`src/common/seq_params.svh`:
```
// Constants of the measurement trigger sequencer.
// Assumes one 100 MHz clock; times on the ports are in milliseconds, except phase_cycles, in clock cycles.
`ifndef SEQ_PARAMS_SVH
`define SEQ_PARAMS_SVH

`define SEQ_CLK_PERIOD_NS    10
`define SEQ_TICK_PERIOD_MS   1
`define SEQ_TICK_CYCLES      ((`SEQ_TICK_PERIOD_MS * 1000000) / `SEQ_CLK_PERIOD_NS)

`define SEQ_AVG_W            16
`define SEQ_CNT_W            14
`define SEQ_WAIT_W           13
`define SEQ_DLY_W            15
`define SEQ_PHASE_W          24
`define SEQ_DATA_W           24

`define SEQ_FB_WAIT_RST_MS   13'h012C
`define SEQ_FB_WAIT_MIN_MS   13'h0064
`define SEQ_FB_WAIT_MAX_MS   13'h1388
`define SEQ_TRIG_DLY_RST_MS  15'h0000
`define SEQ_TRIG_CNT_RST     14'h0001
`define SEQ_TRIG_CNT_MAX     14'h2000
`define SEQ_AVG_CNT_RST      16'h0001
`define SEQ_PHASE_RST        24'h000001

`endif

```
`src/common/seq_pkg.sv`:
```
// Types of the measurement trigger sequencer.
// Assumes seq_params.svh is on the include path.
`include "seq_params.svh"

package seq_pkg;

  typedef enum logic [1:0] {
    ST_IDLE  = 2'b00,
    ST_WAIT  = 2'b01,
    ST_DELAY = 2'b10,
    ST_MEAS  = 2'b11
  } seq_state_type;

  typedef struct packed {
    logic                            continuous;
    logic                            trace_mode;
    logic                            result_output_policy;
    logic                            sync_enable;
    logic                            auto_delay;
    logic [`SEQ_AVG_W-1:0]           avg_count;
    logic [`SEQ_CNT_W-1:0]           trigger_count;
    logic signed [`SEQ_DLY_W-1:0]    trig_delay_ms;
    logic [`SEQ_DLY_W-1:0]           settle_ms;
    logic [`SEQ_PHASE_W-1:0]         phase_cycles;
  } seq_cfg_type;

  typedef struct packed {
    seq_state_type                   state;
    logic                            sync_out;
    logic                            chop_inverted;
    logic                            result_valid;
    logic                            result_settled;
    logic signed [`SEQ_DATA_W-1:0]   result_value;
    logic [`SEQ_CNT_W-1:0]           result_index;
    logic [`SEQ_CNT_W-1:0]           fallback_trigger_tally;
  } seq_status_type;

endpackage

```
`src/rtl/tick_divider.sv`:
```
// Divides the system clock into a one-cycle time-base enable.
// Assumes a single clock and an active-low asynchronous reset.
module tick_divider #(
  parameter int DIV = 100000
) (
  input  wire logic clk,
  input  wire logic arst_n,
  output logic      tick
);

  localparam int CW = $clog2(DIV + 1);

  logic [CW-1:0] cnt_reg;
  logic          tick_reg;
  wire           at_end = (cnt_reg == CW'(DIV - 1));

  always_ff @(posedge clk or negedge arst_n) begin
    if (!arst_n) begin
      cnt_reg  <= '0;
      tick_reg <= 1'b0;
    end else begin
      cnt_reg  <= at_end ? '0 : cnt_reg + 1'b1;
      tick_reg <= at_end;
    end
  end

  assign tick = tick_reg;

endmodule // tick_divider

```
`src/rtl/measurement_trigger_sequencer.sv`:
```
// Trigger sequencer for chopper-stabilised average and trace measurements.
// Assumes inputs synchronous to clk; cfg is taken when started, the fallback inputs are used live.
// Operation
// RULE1: Average mode measurement is two chopper phases, two aperture times.
// RULE2: Full-cycle average mode starts a cycle only on a trigger event.
// RULE3: Full-cycle output gives one result after average count measurements.
// RULE4: Full-cycle sync stays high through the whole averaging cycle.
// RULE5: Sliding output: each measurement needs a trigger and gives a result.
// RULE6: Sliding output: sync high during each measurement, low between.
// RULE7: Sliding results unsettled until average count reached, then settled.
// RULE8: After trigger count measurements the sequencer returns to idle.
// RULE9: Average count one: one aperture time, settled result, then idle.
// RULE10: Trace mode: each phase starts on a trigger, sync high during it.
// RULE11: Trace: two phases per measurement; full output after average count.
// RULE12: Trace sliding: result per measurement, settled after average count.
// RULE13: Trace average count one: one trace time, settled data, then idle.
// RULE14: Single run sequences like continuous but does not restart.
// RULE15: Fallback trigger fires after its wait when enabled and untriggered.
// RULE16: Fallback wait 0.1 to 5.0 s, reset 0.3 s, only when enabled.
// RULE17: Count measurements started by fallback trigger since enabling.
// RULE18: Trigger count 1 to 8192, reset 1; restart internally until done.
// RULE19: Wait programmed trigger delay, -5.0 to 10.0 s, before integrating.
// RULE20: Auto delay waits for settling unless programmed delay is longer.
// RULE21: States idle, waiting for trigger, measuring; trigger starts measuring.
// RULE22: Continuous mode re-enters waiting for trigger after completion.
// RULE23: Noninverted phase first, then inverted; their samples are combined.
`include "seq_params.svh"
module measurement_trigger_sequencer
  import seq_pkg::*;
#(
  parameter int TICK_CYCLES = `SEQ_TICK_CYCLES
) (
  input  wire logic                          clk,
  input  wire logic                          arst_n,
  input  wire logic                          init_start,
  input  wire logic                          abort,
  input  wire seq_cfg_type                   cfg,
  input  wire logic                          fallback_trigger_enable,
  input  wire logic [`SEQ_WAIT_W-1:0]        fallback_trigger_wait,
  input  wire logic                          trigger_event,
  input  wire logic signed [`SEQ_DATA_W-1:0] phase_sample,
  output seq_status_type                     status
);

  // Time base
  logic tick;

  tick_divider #(
    .DIV (TICK_CYCLES)
  ) u_tick (
    .clk    (clk),
    .arst_n (arst_n),
    .tick   (tick)
  );

  // State
  seq_state_type                  state_reg;
  seq_state_type                  state_next;
  seq_cfg_type                    cfg_reg;
  logic                           inv_reg;
  logic [`SEQ_PHASE_W-1:0]        phase_cnt_reg;
  logic [`SEQ_DLY_W-1:0]          ms_cnt_reg;
  logic [`SEQ_AVG_W-1:0]          meas_cycle_reg;
  logic [`SEQ_AVG_W-1:0]          meas_total_reg;
  logic [`SEQ_CNT_W-1:0]          result_cnt_reg;
  logic [`SEQ_CNT_W-1:0]          tally_reg;
  logic                           fb_enable_d_reg;
  logic signed [`SEQ_DATA_W-1:0]  noninv_reg;
  logic signed [`SEQ_DATA_W-1:0]  value_reg;
  logic                           valid_reg;
  logic                           settled_reg;

  function automatic seq_cfg_type reset_cfg();
    seq_cfg_type c;
    c                      = '0;
    c.avg_count            = `SEQ_AVG_CNT_RST;
    c.trigger_count        = `SEQ_TRIG_CNT_RST;
    c.trig_delay_ms        = `SEQ_TRIG_DLY_RST_MS;
    c.phase_cycles         = `SEQ_PHASE_RST;
    return c;
  endfunction

  function automatic logic [`SEQ_CNT_W-1:0] clamp_count(
    input logic [`SEQ_CNT_W-1:0] n
  );
    logic [`SEQ_CNT_W-1:0] r;
    r = n;
    if (n == '0) begin
      r = `SEQ_TRIG_CNT_RST;
    end else if (n > `SEQ_TRIG_CNT_MAX) begin
      r = `SEQ_TRIG_CNT_MAX;
    end
    return r;
  endfunction

  // Fallback wait held inside its range
  wire [`SEQ_WAIT_W-1:0] fb_wait =                         // RULE16
    (fallback_trigger_wait < `SEQ_FB_WAIT_MIN_MS) ? `SEQ_FB_WAIT_MIN_MS :
    (fallback_trigger_wait > `SEQ_FB_WAIT_MAX_MS) ? `SEQ_FB_WAIT_MAX_MS :
    fallback_trigger_wait;

  // Negative delay means pre-trigger data; the programmed wait is zero then
  wire [`SEQ_DLY_W-1:0] prog_dly = cfg_reg.trig_delay_ms[`SEQ_DLY_W-1] ?
                                   '0 : cfg_reg.trig_delay_ms;   // RULE19
  wire [`SEQ_DLY_W-1:0] auto_dly = cfg_reg.auto_delay ?
                                   cfg_reg.settle_ms : '0;
  wire [`SEQ_DLY_W-1:0] eff_dly  = (auto_dly > prog_dly) ?
                                   auto_dly : prog_dly;          // RULE20

  // Decoding
  wire avg_one    = (cfg_reg.avg_count <= `SEQ_AVG_CNT_RST);  // RULE9 RULE13
  wire sliding    = cfg_reg.result_output_policy;
  wire fb_fire    = fallback_trigger_enable && !trigger_event &&
                    (ms_cnt_reg >= `SEQ_DLY_W'(fb_wait));     // RULE15
  wire trig_take  = (state_reg == ST_WAIT) &&
                    (trigger_event || fb_fire);               // RULE21
  wire dly_zero   = (eff_dly == '0);
  wire dly_done   = (state_reg == ST_DELAY) &&
                    (ms_cnt_reg >= eff_dly);
  wire phase_end  = (state_reg == ST_MEAS) &&
                    (phase_cnt_reg >= cfg_reg.phase_cycles - 1'b1);
  wire meas_end   = phase_end && (inv_reg || avg_one);        // RULE1
  wire [`SEQ_AVG_W-1:0] cycle_inc = meas_cycle_reg + 1'b1;
  wire [`SEQ_AVG_W-1:0] total_inc = (meas_total_reg == '1) ?
                                    meas_total_reg : meas_total_reg + 1'b1;
  wire result_due = meas_end && (avg_one || sliding ||
                    (cycle_inc >= cfg_reg.avg_count));        // RULE3 RULE11
  wire [`SEQ_CNT_W-1:0] result_inc = result_cnt_reg + 1'b1;
  wire count_done = avg_one ||
                    (result_inc >= clamp_count(cfg_reg.trigger_count)); // RULE8
  wire restart    = cfg_reg.continuous && !avg_one;           // RULE22 RULE14
  wire settled    = avg_one || !sliding ||
                    (total_inc >= cfg_reg.avg_count);         // RULE7 RULE12
  wire fb_rise    = fallback_trigger_enable && !fb_enable_d_reg;
  wire fb_start   = trig_take && !trigger_event && !inv_reg;  // RULE17
  wire state_move = (state_next != state_reg);

  // Next state
  always_comb begin
    state_next = state_reg;
    case (state_reg)
      ST_IDLE: begin
        if (init_start) begin
          state_next = ST_WAIT;
        end
      end
      ST_WAIT: begin
        if (trig_take) begin
          state_next = dly_zero ? ST_MEAS : ST_DELAY;         // RULE19
        end
      end
      ST_DELAY: begin
        if (dly_done) begin
          state_next = ST_MEAS;
        end
      end
      ST_MEAS: begin
        if (phase_end) begin
          if (!meas_end) begin
            // Trace mode needs a fresh trigger for the inverted phase
            state_next = cfg_reg.trace_mode ? ST_WAIT : ST_MEAS; // RULE10
          end else if (!result_due) begin
            // Full-cycle average runs on without a trigger; trace waits
            state_next = cfg_reg.trace_mode ? ST_WAIT : ST_MEAS; // RULE2 RULE4
          end else if (!count_done) begin
            state_next = ST_WAIT;                             // RULE18 RULE5
          end else begin
            state_next = restart ? ST_WAIT : ST_IDLE;         // RULE8 RULE22
          end
        end
      end
      default: begin
        state_next = ST_IDLE;
      end
    endcase
    if (abort) begin
      state_next = ST_IDLE;
    end
  end

  // Sequencer state and settings
  always_ff @(posedge clk or negedge arst_n) begin
    if (!arst_n) begin
      state_reg <= ST_IDLE;
      cfg_reg   <= reset_cfg();
    end else begin
      state_reg <= state_next;
      if (state_reg == ST_IDLE && init_start) begin
        cfg_reg <= cfg;
      end
    end
  end

  // Phase timer and chopper polarity
  always_ff @(posedge clk or negedge arst_n) begin
    if (!arst_n) begin
      phase_cnt_reg <= '0;
      inv_reg       <= 1'b0;
    end else begin
      if (state_reg != ST_MEAS || phase_end) begin
        phase_cnt_reg <= '0;
      end else begin
        phase_cnt_reg <= phase_cnt_reg + 1'b1;
      end
      if (state_reg == ST_IDLE || meas_end) begin
        inv_reg <= 1'b0;                                      // RULE23
      end else if (phase_end) begin
        inv_reg <= 1'b1;                                      // RULE23
      end
    end
  end

  // Millisecond counter for fallback wait and trigger delay
  always_ff @(posedge clk or negedge arst_n) begin
    if (!arst_n) begin
      ms_cnt_reg <= '0;
    end else if (state_move || state_reg == ST_IDLE ||
                 state_reg == ST_MEAS) begin
      ms_cnt_reg <= '0;
    end else if (tick && ms_cnt_reg != '1) begin
      ms_cnt_reg <= ms_cnt_reg + 1'b1;                        // RULE15
    end
  end

  // Measurement and result counters
  always_ff @(posedge clk or negedge arst_n) begin
    if (!arst_n) begin
      meas_cycle_reg <= '0;
      meas_total_reg <= '0;
      result_cnt_reg <= '0;
    end else if (state_reg == ST_IDLE) begin
      meas_cycle_reg <= '0;
      meas_total_reg <= '0;
      result_cnt_reg <= '0;
    end else if (meas_end) begin
      meas_total_reg <= total_inc;                            // RULE7
      meas_cycle_reg <= result_due ? '0 : cycle_inc;          // RULE3
      if (result_due) begin
        result_cnt_reg <= (count_done && restart) ? '0 : result_inc; // RULE18
      end
    end
  end

  // Fallback tally, cleared when the fallback is switched on
  always_ff @(posedge clk or negedge arst_n) begin
    if (!arst_n) begin
      tally_reg       <= '0;
      fb_enable_d_reg <= 1'b0;
    end else begin
      fb_enable_d_reg <= fallback_trigger_enable;
      if (fb_rise) begin
        // A fallback start in the enabling cycle still counts
        tally_reg <= {{(`SEQ_CNT_W-1){1'b0}}, fb_start};      // RULE17
      end else if (fb_start && tally_reg != '1) begin
        tally_reg <= tally_reg + 1'b1;                        // RULE17
      end
    end
  end

  // Phase combination and result output
  always_ff @(posedge clk or negedge arst_n) begin
    if (!arst_n) begin
      noninv_reg  <= '0;
      value_reg   <= '0;
      valid_reg   <= 1'b0;
      settled_reg <= 1'b0;
    end else begin
      valid_reg <= result_due && !abort;                      // RULE5 RULE12
      if (phase_end && !inv_reg) begin
        noninv_reg <= phase_sample;
      end
      if (meas_end) begin
        value_reg <= avg_one ? phase_sample :
                     (noninv_reg - phase_sample) >>> 1;       // RULE23
      end
      if (result_due) begin
        settled_reg <= settled;                               // RULE7 RULE9
      end
    end
  end

  // Sync high only while measuring: per phase, per measurement or per cycle
  wire sync_now = cfg_reg.sync_enable &&
                  (state_reg == ST_MEAS);          // RULE4 RULE6 RULE10

  always_comb begin
    status                        = '0;
    status.state                  = state_reg;
    status.sync_out               = sync_now;
    status.chop_inverted          = inv_reg;
    status.result_valid           = valid_reg;
    status.result_settled         = settled_reg;
    status.result_value           = value_reg;
    status.result_index           = result_cnt_reg;
    status.fallback_trigger_tally = tally_reg;
  end

endmodule // measurement_trigger_sequencer

```
`config.mk`:
```
export PLATFORM = sky130hd
export DESIGN_NAME = measurement_trigger_sequencer
export DESIGN_NICKNAME = d
export VERILOG_FILES = /design/src/common/seq_pkg.sv /design/src/rtl/tick_divider.sv /design/src/rtl/measurement_trigger_sequencer.sv
export VERILOG_INCLUDE_DIRS = /design/src /design/src/common
export SDC_FILE = /design/constraint.sdc
export NUM_CORES = 1
export LEC_CHECK = 0
export BUFFER_PORTS_ARGS = -buffer_cell sky130_fd_sc_hd__buf_4
export CAP_MARGIN = 40
export CORE_MARGIN = 8
export CORE_UTILIZATION = 60
export CTS_BUF_LIST = sky130_fd_sc_hd__clkbuf_8 sky130_fd_sc_hd__clkbuf_16
export CTS_CLUSTER_SIZE = 20
export DETAILED_ROUTE_END_ITERATION = 12
export GPL_ROUTABILITY_DRIVEN = 0
export PLACE_DENSITY_LB_ADDON = 0.12
export SETUP_SLACK_MARGIN = 0.3
export SYNTH_ARGS = -nofsm -noshare
export SYNTH_HDL_FRONTEND = slang
export SYNTH_SLANG_ARGS = --single-unit
```
`constraint.sdc`:
```
create_clock -name clk -period 5 [get_ports clk]
set_input_delay 0.5 -clock clk [delete_from_list [all_inputs] [get_ports clk]]
set_output_delay 0.5 -clock clk [all_outputs]
set_load 0.1 [all_outputs]
```
== Yosys cells after proc, flatten, opt, wreduce, memory -nomap -nowiden ==
Cells that the tools add are included.
Operators by class
  add/subtract/negate cells: 9
  muxes and demuxes: 38
  reduce and logical (&&, ||, !) cells: 44
  order comparisons: 11
  equal/unequal tests: 9
Operator list (number)
  two-way mux 14 bit: 9
  two-way mux 16 bit: 6
  two-way mux 15 bit: 4
  two-way mux 24 bit: 2
  adder 16 x 1 -> 16 bit (second input constant): 2
  >= comparator 16 bit: 2
  adder 14 x 1 -> 14 bit (second input constant): 2
  two-way mux 13 bit: 2
  adder 24 x 1 -> 24 bit (second input constant): 1
  >= comparator 24 bit: 1
  subtractor 24 x 1 -> 24 bit (second input constant): 1
  subtractor 24 bit: 1
  logical AND 1 bit: 18
  adder 17 x 1 -> 17 bit (second input constant): 1
  == test 17 bit (second input constant): 1
  two-way mux 17 bit: 1
  == test 16 bit (second input constant): 1
  less-or-equal comparator 16 x 1 -> 1 bit (second input constant): 1
  two-way mux 2 bit: 8
  adder 15 x 1 -> 15 bit (second input constant): 1
  >= comparator 15 x 13 -> 1 bit: 1
  >= comparator 15 bit: 1
  > comparator 15 x 14 -> 1 bit: 1
  zero test 15 bit: 1
  18 further kinds: 42
Storage, ports and cells
  word-level logic and storage cells: 136
  output and inout port bits: 58
  flip-flop bits (word level): 260
  input bits: 132

== Longest topological paths before layout ==
Gate-level depths: netlist of run 1.
  depth in word-level cells: 15
  depth in mapped cells: 23
  gate-level depth less buffers: 19

== Cells and area by module ==
A second synthesis of run 1 with hierarchy kept.
Unflattened totals
  cells, all modules: 1862
  area total of the unflattened synthesis: 16235.6 µm²
By module, submodules not included
  measurement_trigger_sequencer: seq. area each 6059.6 µm², area each 15417.3 µm², cells each 1787, times used 1
  tick_divider: seq. area each 450.4 µm², area each 818.3 µm², cells each 75, times used 1

== Least setup slack after synthesis of run 1 ==
OpenSTA, ideal clock, no wires.
  path type: reg-to-reg
  start: register cfg_reg[84] (netlist bit)
  end: register ms_cnt_reg[10]
  path buffers: 5
  setup slack: 0.581 ns
  stages on the path, launching flop included: 21
  clock period less this slack: 4.419 ns
  arrival time: 4.346 ns
  cell sequence: dfrtp_1 > clkbuf_1 > clkbuf_1 > nand2_1 > inv_1 > ha_1 > a21oi_1 > o21ai_0 > o31ai_1 > a41o_1 > clkbuf_1 > buf_2 > mux2_2 > ha_1 > a21o_1 > a2111oi_0 > o211ai_1 > o21ai_0 > o21bai_1 > clkbuf_1 > nor2_1
On the way
  longest elaborated chain between the ends: 12
  elaborated cells on any way between the ends: 16
Ends and longest elaborated chain
  start, declared: RTL line measurement_trigger_sequencer.sv:59  | seq_cfg_type cfg_reg;
  start signal, assigned: RTL line measurement_trigger_sequencer.sv:185  | cfg_reg <= reset_cfg();
  start signal, assigned: RTL line measurement_trigger_sequencer.sv:189  | cfg_reg <= cfg;
  two-way mux 15 bit *: RTL line measurement_trigger_sequencer.sv:105  | wire [`SEQ_DLY_W-1:0] auto_dly = cfg_reg.auto_delay ?
  > comparator 15 x 14 -> 1 bit: RTL line measurement_trigger_sequencer.sv:107  | wire [`SEQ_DLY_W-1:0] eff_dly = (auto_dly > prog_dly) ?
  two-way mux 15 bit *: RTL line measurement_trigger_sequencer.sv:107
  >= comparator 15 bit / zero test 15 bit (equally long branches): RTL line measurement_trigger_sequencer.sv:119, measurement_trigger_sequencer.sv:117
  logical AND 1 bit / two-way mux 1 bit (equally long branches): RTL line measurement_trigger_sequencer.sv:118, measurement_trigger_sequencer.sv:149
  two-way mux 2 bit (on tied branches): RTL line measurement_trigger_sequencer.sv:153, measurement_trigger_sequencer.sv:148
  one-hot mux 2 bit (4 select lines) *: RTL line measurement_trigger_sequencer.sv:141  | case (state_reg)
  two-way mux 2 bit *: RTL line measurement_trigger_sequencer.sv:176  | if (abort) begin
  inequality test 2 bit *: RTL line measurement_trigger_sequencer.sv:136  | wire state_move = (state_next != state_reg);
  logical OR 1 bit * (2 in series): RTL line measurement_trigger_sequencer.sv:217  | end else if (state_move || state_reg == ST_IDLE ||
  two-way mux 15 bit / nonzero test 2 bit (equally long branches)
  end signal, assigned: RTL line measurement_trigger_sequencer.sv:221  | ms_cnt_reg <= ms_cnt_reg + 1'b1;
  end, declared: RTL line measurement_trigger_sequencer.sv:62  | logic [`SEQ_DLY_W-1:0] ms_cnt_reg;
Every way passes the cells marked *; elsewhere a longest branch is shown, timed or not.
A chain may end at the register's enable or synchronous reset.

== Final worst setup path of run 1 ==
  start: register cfg_reg[8] (netlist bit)
  end: register meas_cycle_reg[8]
On the way
  longest elaborated chain between the ends: 8
  elaborated cells on any way between the ends: 9
Ends and longest elaborated chain
  subtractor 24 x 1 -> 24 bit *: RTL line measurement_trigger_sequencer.sv:121  | (phase_cnt_reg >= cfg_reg.phase_cycles - 1'b1);
  >= comparator 24 bit *: RTL line measurement_trigger_sequencer.sv:121
  logical AND 1 bit *: RTL line measurement_trigger_sequencer.sv:120  | wire phase_end = (state_reg == ST_MEAS) &&
  logical AND 1 bit *: RTL line measurement_trigger_sequencer.sv:122  | wire meas_end = phase_end && (inv_reg || avg_one);
  logical AND 1 bit: RTL line measurement_trigger_sequencer.sv:126  | wire result_due = meas_end && (avg_one || sliding ||
  two-way mux 16 bit: RTL line measurement_trigger_sequencer.sv:237  | meas_cycle_reg <= result_due ? '0 : cycle_inc;
  two-way mux 16 bit: RTL line measurement_trigger_sequencer.sv:235  | end else if (meas_end) begin
  two-way mux 16 bit: RTL line measurement_trigger_sequencer.sv:231  | end else if (state_reg == ST_IDLE) begin
  end signal, assigned: RTL line measurement_trigger_sequencer.sv:237
  end, declared: RTL line measurement_trigger_sequencer.sv:63  | logic [`SEQ_AVG_W-1:0] meas_cycle_reg;
Every way passes the cells marked *; elsewhere a longest branch is shown, timed or not. The select of a mux whose other input is x is not followed.

==> flow_metrics.env, run 1 <==
export IMPL_viasPerCell=5.92
export IMPL_start_util=0.609
export IMPL_path_clk_slew_ns=0.06
export IMPL_relSlewSlack=0.420
export IMPL_required_ns=5.43
export IMPL_post_synth_top_area_cell="dfrtp_1"
export IMPL_fmax_ghz=0.225
export IMPL_clock_latency_ns=0.55
export IMPL_grt_pass1_vias=14100
export IMPL_num_vias=13700
export IMPL_ant_nets=0
export IMPL_chipHeight_um=181
export IMPL_finalSetupTns_ns=0
export IMPL_antenna_diode_count=0
export IMPL_antenna_found_initial=0
export IMPL_place_hpwl_um=29800
export IMPL_first_pass_iters=5
export IMPL_start_kind="register"
export IMPL_cts_max_level=1
export IMPL_hold_buffers=0
export IMPL_cp_max_fo=23
export IMPL_cts_sinks=260
export IMPL_wire_per_inst_um=17.5
export IMPL_worstMarginPinSlew_ns=0.869
export IMPL_synth_edf_count=0
export IMPL_min_period_ns=4.44
export IMPL_ys_seq_area_frac=0.399
export IMPL_p_per_area_nw_per_um2=405
export IMPL_cap_viol_max_count=0
export IMPL_io_pins=190
export IMPL_arrival_ns=4.88
export IMPL_critPathTopFamily="simple AND/OR/NAND/NOR gates"
export IMPL_die_w_um=181
export IMPL_cts_tree="yes"
export IMPL_grt_usage=0.245
export IMPL_synth_top_area_frac=0.394
export IMPL_netlist_area_um2=16300
export IMPL_syn_area_per_cell_um2=9.24
export IMPL_ys_ff_latch=260
export IMPL_critical_path_buf_inv_count=1
export IMPL_hold_slack_ns=0.00679
export IMPL_yosys_warnings=0
export IMPL_drive_gt1_frac=0.194
export IMPL_synth_async_reset_ratio=1.00
export IMPL_rsz0062_at_grt="false"
export IMPL_status="complete, no violations"
export IMPL_cts_buffers=29
export IMPL_synth_cells=1766
export IMPL_grt_pass1_wl_um=68400
export IMPL_synthesis_nets=2041
export IMPL_setup_violations=0
export IMPL_p_total_uw=7800
export IMPL_nets=2231
export IMPL_endpoint_kind="register"
export IMPL_clockBufferDepth=3
export IMPL_crit_path_cell_trace="or3_1, or3_1, or4_1, nand2b_4, nor4_2, xnor2_1, ha_1, nand4_1, nor3_1, a22oi_1, o211ai_1, o21bai_4, or2_1, buf_4, a22o_1, a22o_1"
export IMPL_io_buffers=189
export IMPL_max_stage_delay_ns=0.48
export IMPL_maxSlewViolCount=0
export IMPL_worstSetupPathType="register to register"
export IMPL_crit_slowest_cell="or4_1"
export IMPL_grt_max_degree=115
export IMPL_hold_viol_final=0
export IMPL_area_delta_synth_final_pct=18.0
export IMPL_num_rows=60
export IMPL_ir_drop_v=0.000330
export IMPL_netlist_top_cells_area="dfrtp_1 (39%), ha_1 (11%), mux2_2 (6.3%), nand2_1 (4.7%), xnor2_1 (4.3%)"
export IMPL_rr_worst_depth=16
export IMPL_synth_top_cells_by_count="dfrtp_1 (257), nand2_1 (205), nor2_1 (171)"
export IMPL_p_leak_uw=0.00912
export IMPL_drt_wl_total_um=40600
export IMPL_clock_skew_ns=0.00825
export IMPL_largest_reg_flops=88
export IMPL_drc=0
export IMPL_dieArea_um2=32700
export IMPL_drtIter0Drc=780
export IMPL_yosysMostFrequentCell="dfrtp_1"
export IMPL_core_area_um2=26800
export IMPL_cts_root_buf="clkbuf_16"
export IMPL_globalRoute_totalOverflow=0
export IMPL_min_path_type="primary input to asynchronous set/reset pin"
export IMPL_cp_num_cells=16
export IMPL_synth_cell_types=68
export IMPL_timing_final_crit_share=0.889
export IMPL_ys_flop_type="dfrtp_1"
## stage by stage
stage / cells / setup WS, ns / area, um^2 / util
2_1_floorplan: 1766 / 0.581 / 16300 / -
3_3_place_gp: 2256 / 0.417 / 18100 / 0.675
3_5_place_dp: 2261 / 0.289 / 18100 / 0.677
4_1_cts: 2312 / 0.368 / 19200 / 0.715
5_1_grt: 2317 / 0.285 / 19300 / 0.718
6_report: 2317 / 0.556 / 19300 / 0.718
## routing by layer
| layer | routed length (um) | track usage | up-vias | part of all wire |
|---|---|---|---|---|
| met5 | 0 | 0 | - | 0 |
| met3 | 2360 | 0.0417 | 82 | 0.058 |
| met2 | 19000 | 0.411 | 371 | 0.47 |
| met4 | 1090 | 0.0718 | 0 | 0.027 |
| met1 | 18200 | 0.321 | 6611 | 0.45 |
| li1 | - | - | 6654 | - |
## worst paths after layout
kind,slack [ns],end,from
worst max-delay path,0.56,meas_cycle_reg[8],cfg_reg[8]
worst min-delay path,0.007,cfg_reg[26],arst_n
worst max register to register,0.56,meas_cycle_reg[8],cfg_reg[8]
worst min register to register,0.48,u_tick.cnt_reg[4],u_tick.cnt_reg[4]
max in group asynchronous,3.91,value_reg[16],arst_n
min in group clk,0.08,fb_enable_d_reg,fallback_trigger_enable
## area by class of cell
| type | instances | area (um^2) |
|---|---|---|
| inverters | 74 | 278 |
| multi-input cells | 1373 | 9340 |
| repair buffers | 218 | 1680 |
| well taps | 341 | 427 |
| flip-flops and latches | 260 | 6510 |
| clock buffers | 36 | 822 |
| clock inverters | 15 | 194 |
| fillers | 2020 | 7550 |
## layout by cell type, fill, tap and decap left out, types with 30 or more instances in the layout
cell type	netlist	layout
buf_4	4	213
nand2_1	205	205
nand2b_1	34	34
o21ai_0	102	101
and3_1	30	30
dfrtp_1	257	257
a21oi_1	100	99
xor2_1	51	51
ha_1	142	142
nor2_1	171	167
nand4_1	34	34
xnor2_1	80	80
mux2_2	91	91
nor3_1	40	38
nand3_1	51	51
inv_1	74	79
## what timing repair did
item,CTS,global route
resized for setup,1,10
pin swaps,0,2
setup buffers,0,4
gates cloned,0,1
setup endpoints to repair,2,112
## power breakdown
group | internal [uW] | switching [uW] | total, uW
Combinational | 1230 | 1440 | 2660
Clock | 1400 | 856 | 2260
Sequential | 2490 | 384 | 2870
Total | 5120 | 2670 | 7800
## kinds of logic after synthesis
| kind of cell | after synthesis | share of synthesized area |
|---|---|---|
| AO/OA/AOI/OAI | 341 | 0.129 |
| XOR/XNOR | 131 | 0.0703 |
| buffers and inverters | 134 | 0.0322 |
| flip-flops | 260 | 0.399 |
| AND/OR/NAND/NOR | 662 | 0.194 |
| adder cells (fa/ha/maj) | 143 | 0.110 |
| multiplexers | 95 | 0.0653 |
(Power assumes the default switching activity.)
==> run 2: changes to the inputs <==
--- a/config.mk
+++ b/config.mk
@@ -9,7 +9,7 @@
 export BUFFER_PORTS_ARGS = -buffer_cell sky130_fd_sc_hd__buf_4
 export CAP_MARGIN = 40
 export CORE_MARGIN = 8
-export CORE_UTILIZATION = 60
+export CORE_UTILIZATION = 54
 export CTS_BUF_LIST = sky130_fd_sc_hd__clkbuf_8 sky130_fd_sc_hd__clkbuf_16
 export CTS_CLUSTER_SIZE = 20
 export DETAILED_ROUTE_END_ITERATION = 12
==> constraint.sdc (replaced) <==
create_clock -name clk -period 3.7 [get_ports clk]
set_input_delay 0.37 -clock clk [delete_from_list [all_inputs] [get_ports clk]]
set_output_delay 0.37 -clock clk [all_outputs]
set_load 0.1 [all_outputs]
==> run 2 against run 1 <==
Effect of this change:
- the flow now finishes with violations (negative setup slack)
- hold slack gained 0.022 ns
- setup slack lost 1.1 ns
- count of clock-buffer cells in the layout grew 2
- clock skew is 0.0011 ns higher
- largest cell class unchanged
- design area is 11% higher
- sequential cell count unchanged
- critical endpoint is now meas_cycle_reg[13]
- register-to-register slack got worse by 1.1 ns
- die area increased by 10%
- combinational power up 86%
- highest routed layer unchanged
- sequential power increased by 35%
==> flow_metrics.env, run 2 (same netlist as run 1, synthesis figures left out) <==
export IMPL_ir_drop_v=0.000417
export IMPL_final_area_um2=21400
export IMPL_required_ns=4.19
export IMPL_clockBufferDepth=3
export IMPL_fin_cells=2475
export IMPL_crit_slowest_cell="or4_4"
export IMPL_cap_viol_max_count=0
export IMPL_num_vias=14500
export IMPL_worstMarginPinSlew_ns=0.744
export IMPL_grt_usage=0.245
export IMPL_largest_reg_flops=88
export IMPL_drtIter0Drc=810
export IMPL_crit_path_cell_trace="or3_4, or3_4, or4_4, nand2b_4, nor4_4, xnor2_1, ha_1, nand4_1, nor2_2, o311ai_2, a21oi_2, o21bai_4, or2_4, buf_6, or4_4, a21oi_2"
export IMPL_hold_viol_final=0
export IMPL_ant_nets=0
export IMPL_layout_common_cells="buf_4 (280), dfrtp_1 (248), nand2_1 (182)"
export IMPL_critical_path_buf_inv_count=1
export IMPL_core_area_um2=29700
export IMPL_relSlewSlack=0.501
export IMPL_first_pass_iters=5
export IMPL_p_per_area_nw_per_um2=569
export IMPL_finalSetupTns_ns=-50.20
export IMPL_cp_max_fo=4
export IMPL_placed_area_um2=18900
export IMPL_nets=2337
export IMPL_viasPerCell=5.84
export IMPL_violations="negative setup slack"
export IMPL_io_pins=190
export IMPL_min_path_type="primary input to register"
export IMPL_antenna_found_initial=0
export IMPL_arrival_ns=4.73
export IMPL_chipHeight_um=190
export IMPL_timing_final_crit_share=1.15
export IMPL_globalRoute_totalOverflow=0
export IMPL_rsz0062_at_grt="true"
export IMPL_cts_sinks=260
export IMPL_p_total_uw=12200
export IMPL_worstSetupPathType="register to register"
export IMPL_cts_root_buf="clkbuf_16"
export IMPL_area_delta_synth_final_pct=31.1
export IMPL_p_leak_uw=0.00995
export IMPL_num_rows=63
export IMPL_place_inst=2387
export IMPL_grt_pass1_wl_um=73700
export IMPL_clock_skew_ns=0.00931
export IMPL_maxSlewViolCount=0
export IMPL_status="finished with violations"
export IMPL_die_w_um=190
export IMPL_cts_buffers=31
export IMPL_dieArea_um2=36000
export IMPL_critPathTopFamily="simple AND/OR/NAND/NOR gates"
export IMPL_wire_per_inst_um=18.4
export IMPL_grt_max_degree=89
export IMPL_drive_gt1_frac=0.307
export IMPL_start_kind="register"
export IMPL_clock_latency_ns=0.56
export IMPL_place_hpwl_um=32600
export IMPL_io_buffers=189
export IMPL_cts_tree="yes"
export IMPL_antenna_diode_count=0
export IMPL_drt_wl_total_um=45400
export IMPL_cts_max_level=1
export IMPL_drc=0
export IMPL_fmax_ghz=0.236
export IMPL_min_period_ns=4.24
export IMPL_setup_violations=138
export IMPL_grt_pass1_vias=14700
export IMPL_start_util=0.549
export IMPL_setup_ws_ns=-0.544
export IMPL_endpoint_kind="register"
export IMPL_path_clk_slew_ns=0.06
export IMPL_max_stage_delay_ns=0.44
export IMPL_mostFrequentLayoutCell="buf_4"
-- run 2: cell types whose count changed in the layout (fill, tap and decap cells not counted), sizes merged --
cell and delta:
buf +99, o21bai -1, clkbuf +4, inv -4, clkinv +4, bufinv +1
or3 +1, dlygate4sd3 +3, clkinvlp +2
-- run 2: worst reg2reg max path, delay by kind of cell, from the launching register on --
kind	cells	cell delay, ns
adders and majority gates	1	0.31
xor gates and xnor gates	1	0.10
DFF	1	0.37
AOI/OAI and AO/OA	4	0.61
buffers and inverters	1	0.12
and+or+nand+nor	9	2.68
-- run 2: cell type report --
class	instances	area [um^2]
Clock buffer	38	872
Clock inverter	18	244
Fill cell	2151	8330
Inverter	74	278
Multi-Input combinational cell	1373	10200
Sequential cell	260	6520
Tap cell	390	488
Timing Repair Buffer	322	2760
-- run 2: path summary, 6_finish.rpt --
kind | to | cells past startpoint | slack [ns] | startpoint
min in group asynchronous | cfg_reg[18] | 2 | 0.42 | arst_n
max in group asynchronous | cfg_reg[53] | 3 | 2.21 | arst_n
setup / recovery | meas_cycle_reg[13] | 16 | -0.54 | cfg_reg[6]
hold / removal | cfg_reg[82] | 3 | 0.03 | cfg[82]
hold reg to reg | u_tick.cnt_reg[4] | 1 | 0.48 | u_tick.cnt_reg[4]
setup reg to reg | meas_cycle_reg[13] | 16 | -0.54 | cfg_reg[6]
-- run 2: stage by stage --
step	hold slack, ns	worst slack, ns	util
CTS	0.00361	-0.586	0.701
finish	0.0286	-0.544	0.720
detailed placement	0.422	-0.751	0.638
floorplan	0.0744	-0.212	-
global route	0.0183	-0.760	0.720
global placement	0.414	-0.512	0.637
-- run 2: power by group --
part           switching (uW)  internal, uW
clock                    1260          2070
sequential                507          3370
combinational            2470          2480
-- run 2: metal layers --
metal | share of wire | global-route usage | vias up
li1 | - | - | 6866
met1 | 0.44 | 0.317 | 7048
met2 | 0.48 | 0.420 | 439
met3 | 0.052 | 0.0353 | 107
met4 | 0.031 | 0.0746 | 0
met5 | 0 | 0 | -
-- run 2: what timing repair did --
action                                  CTS  global route
hold endpoints to repair                 85             0
hold buffers                              3             0
pin swaps                                44            41
endpoints found under the setup margin  138           141
gates resized for setup                 115           125
gates cloned                              3             3
buffers inserted                         15             8
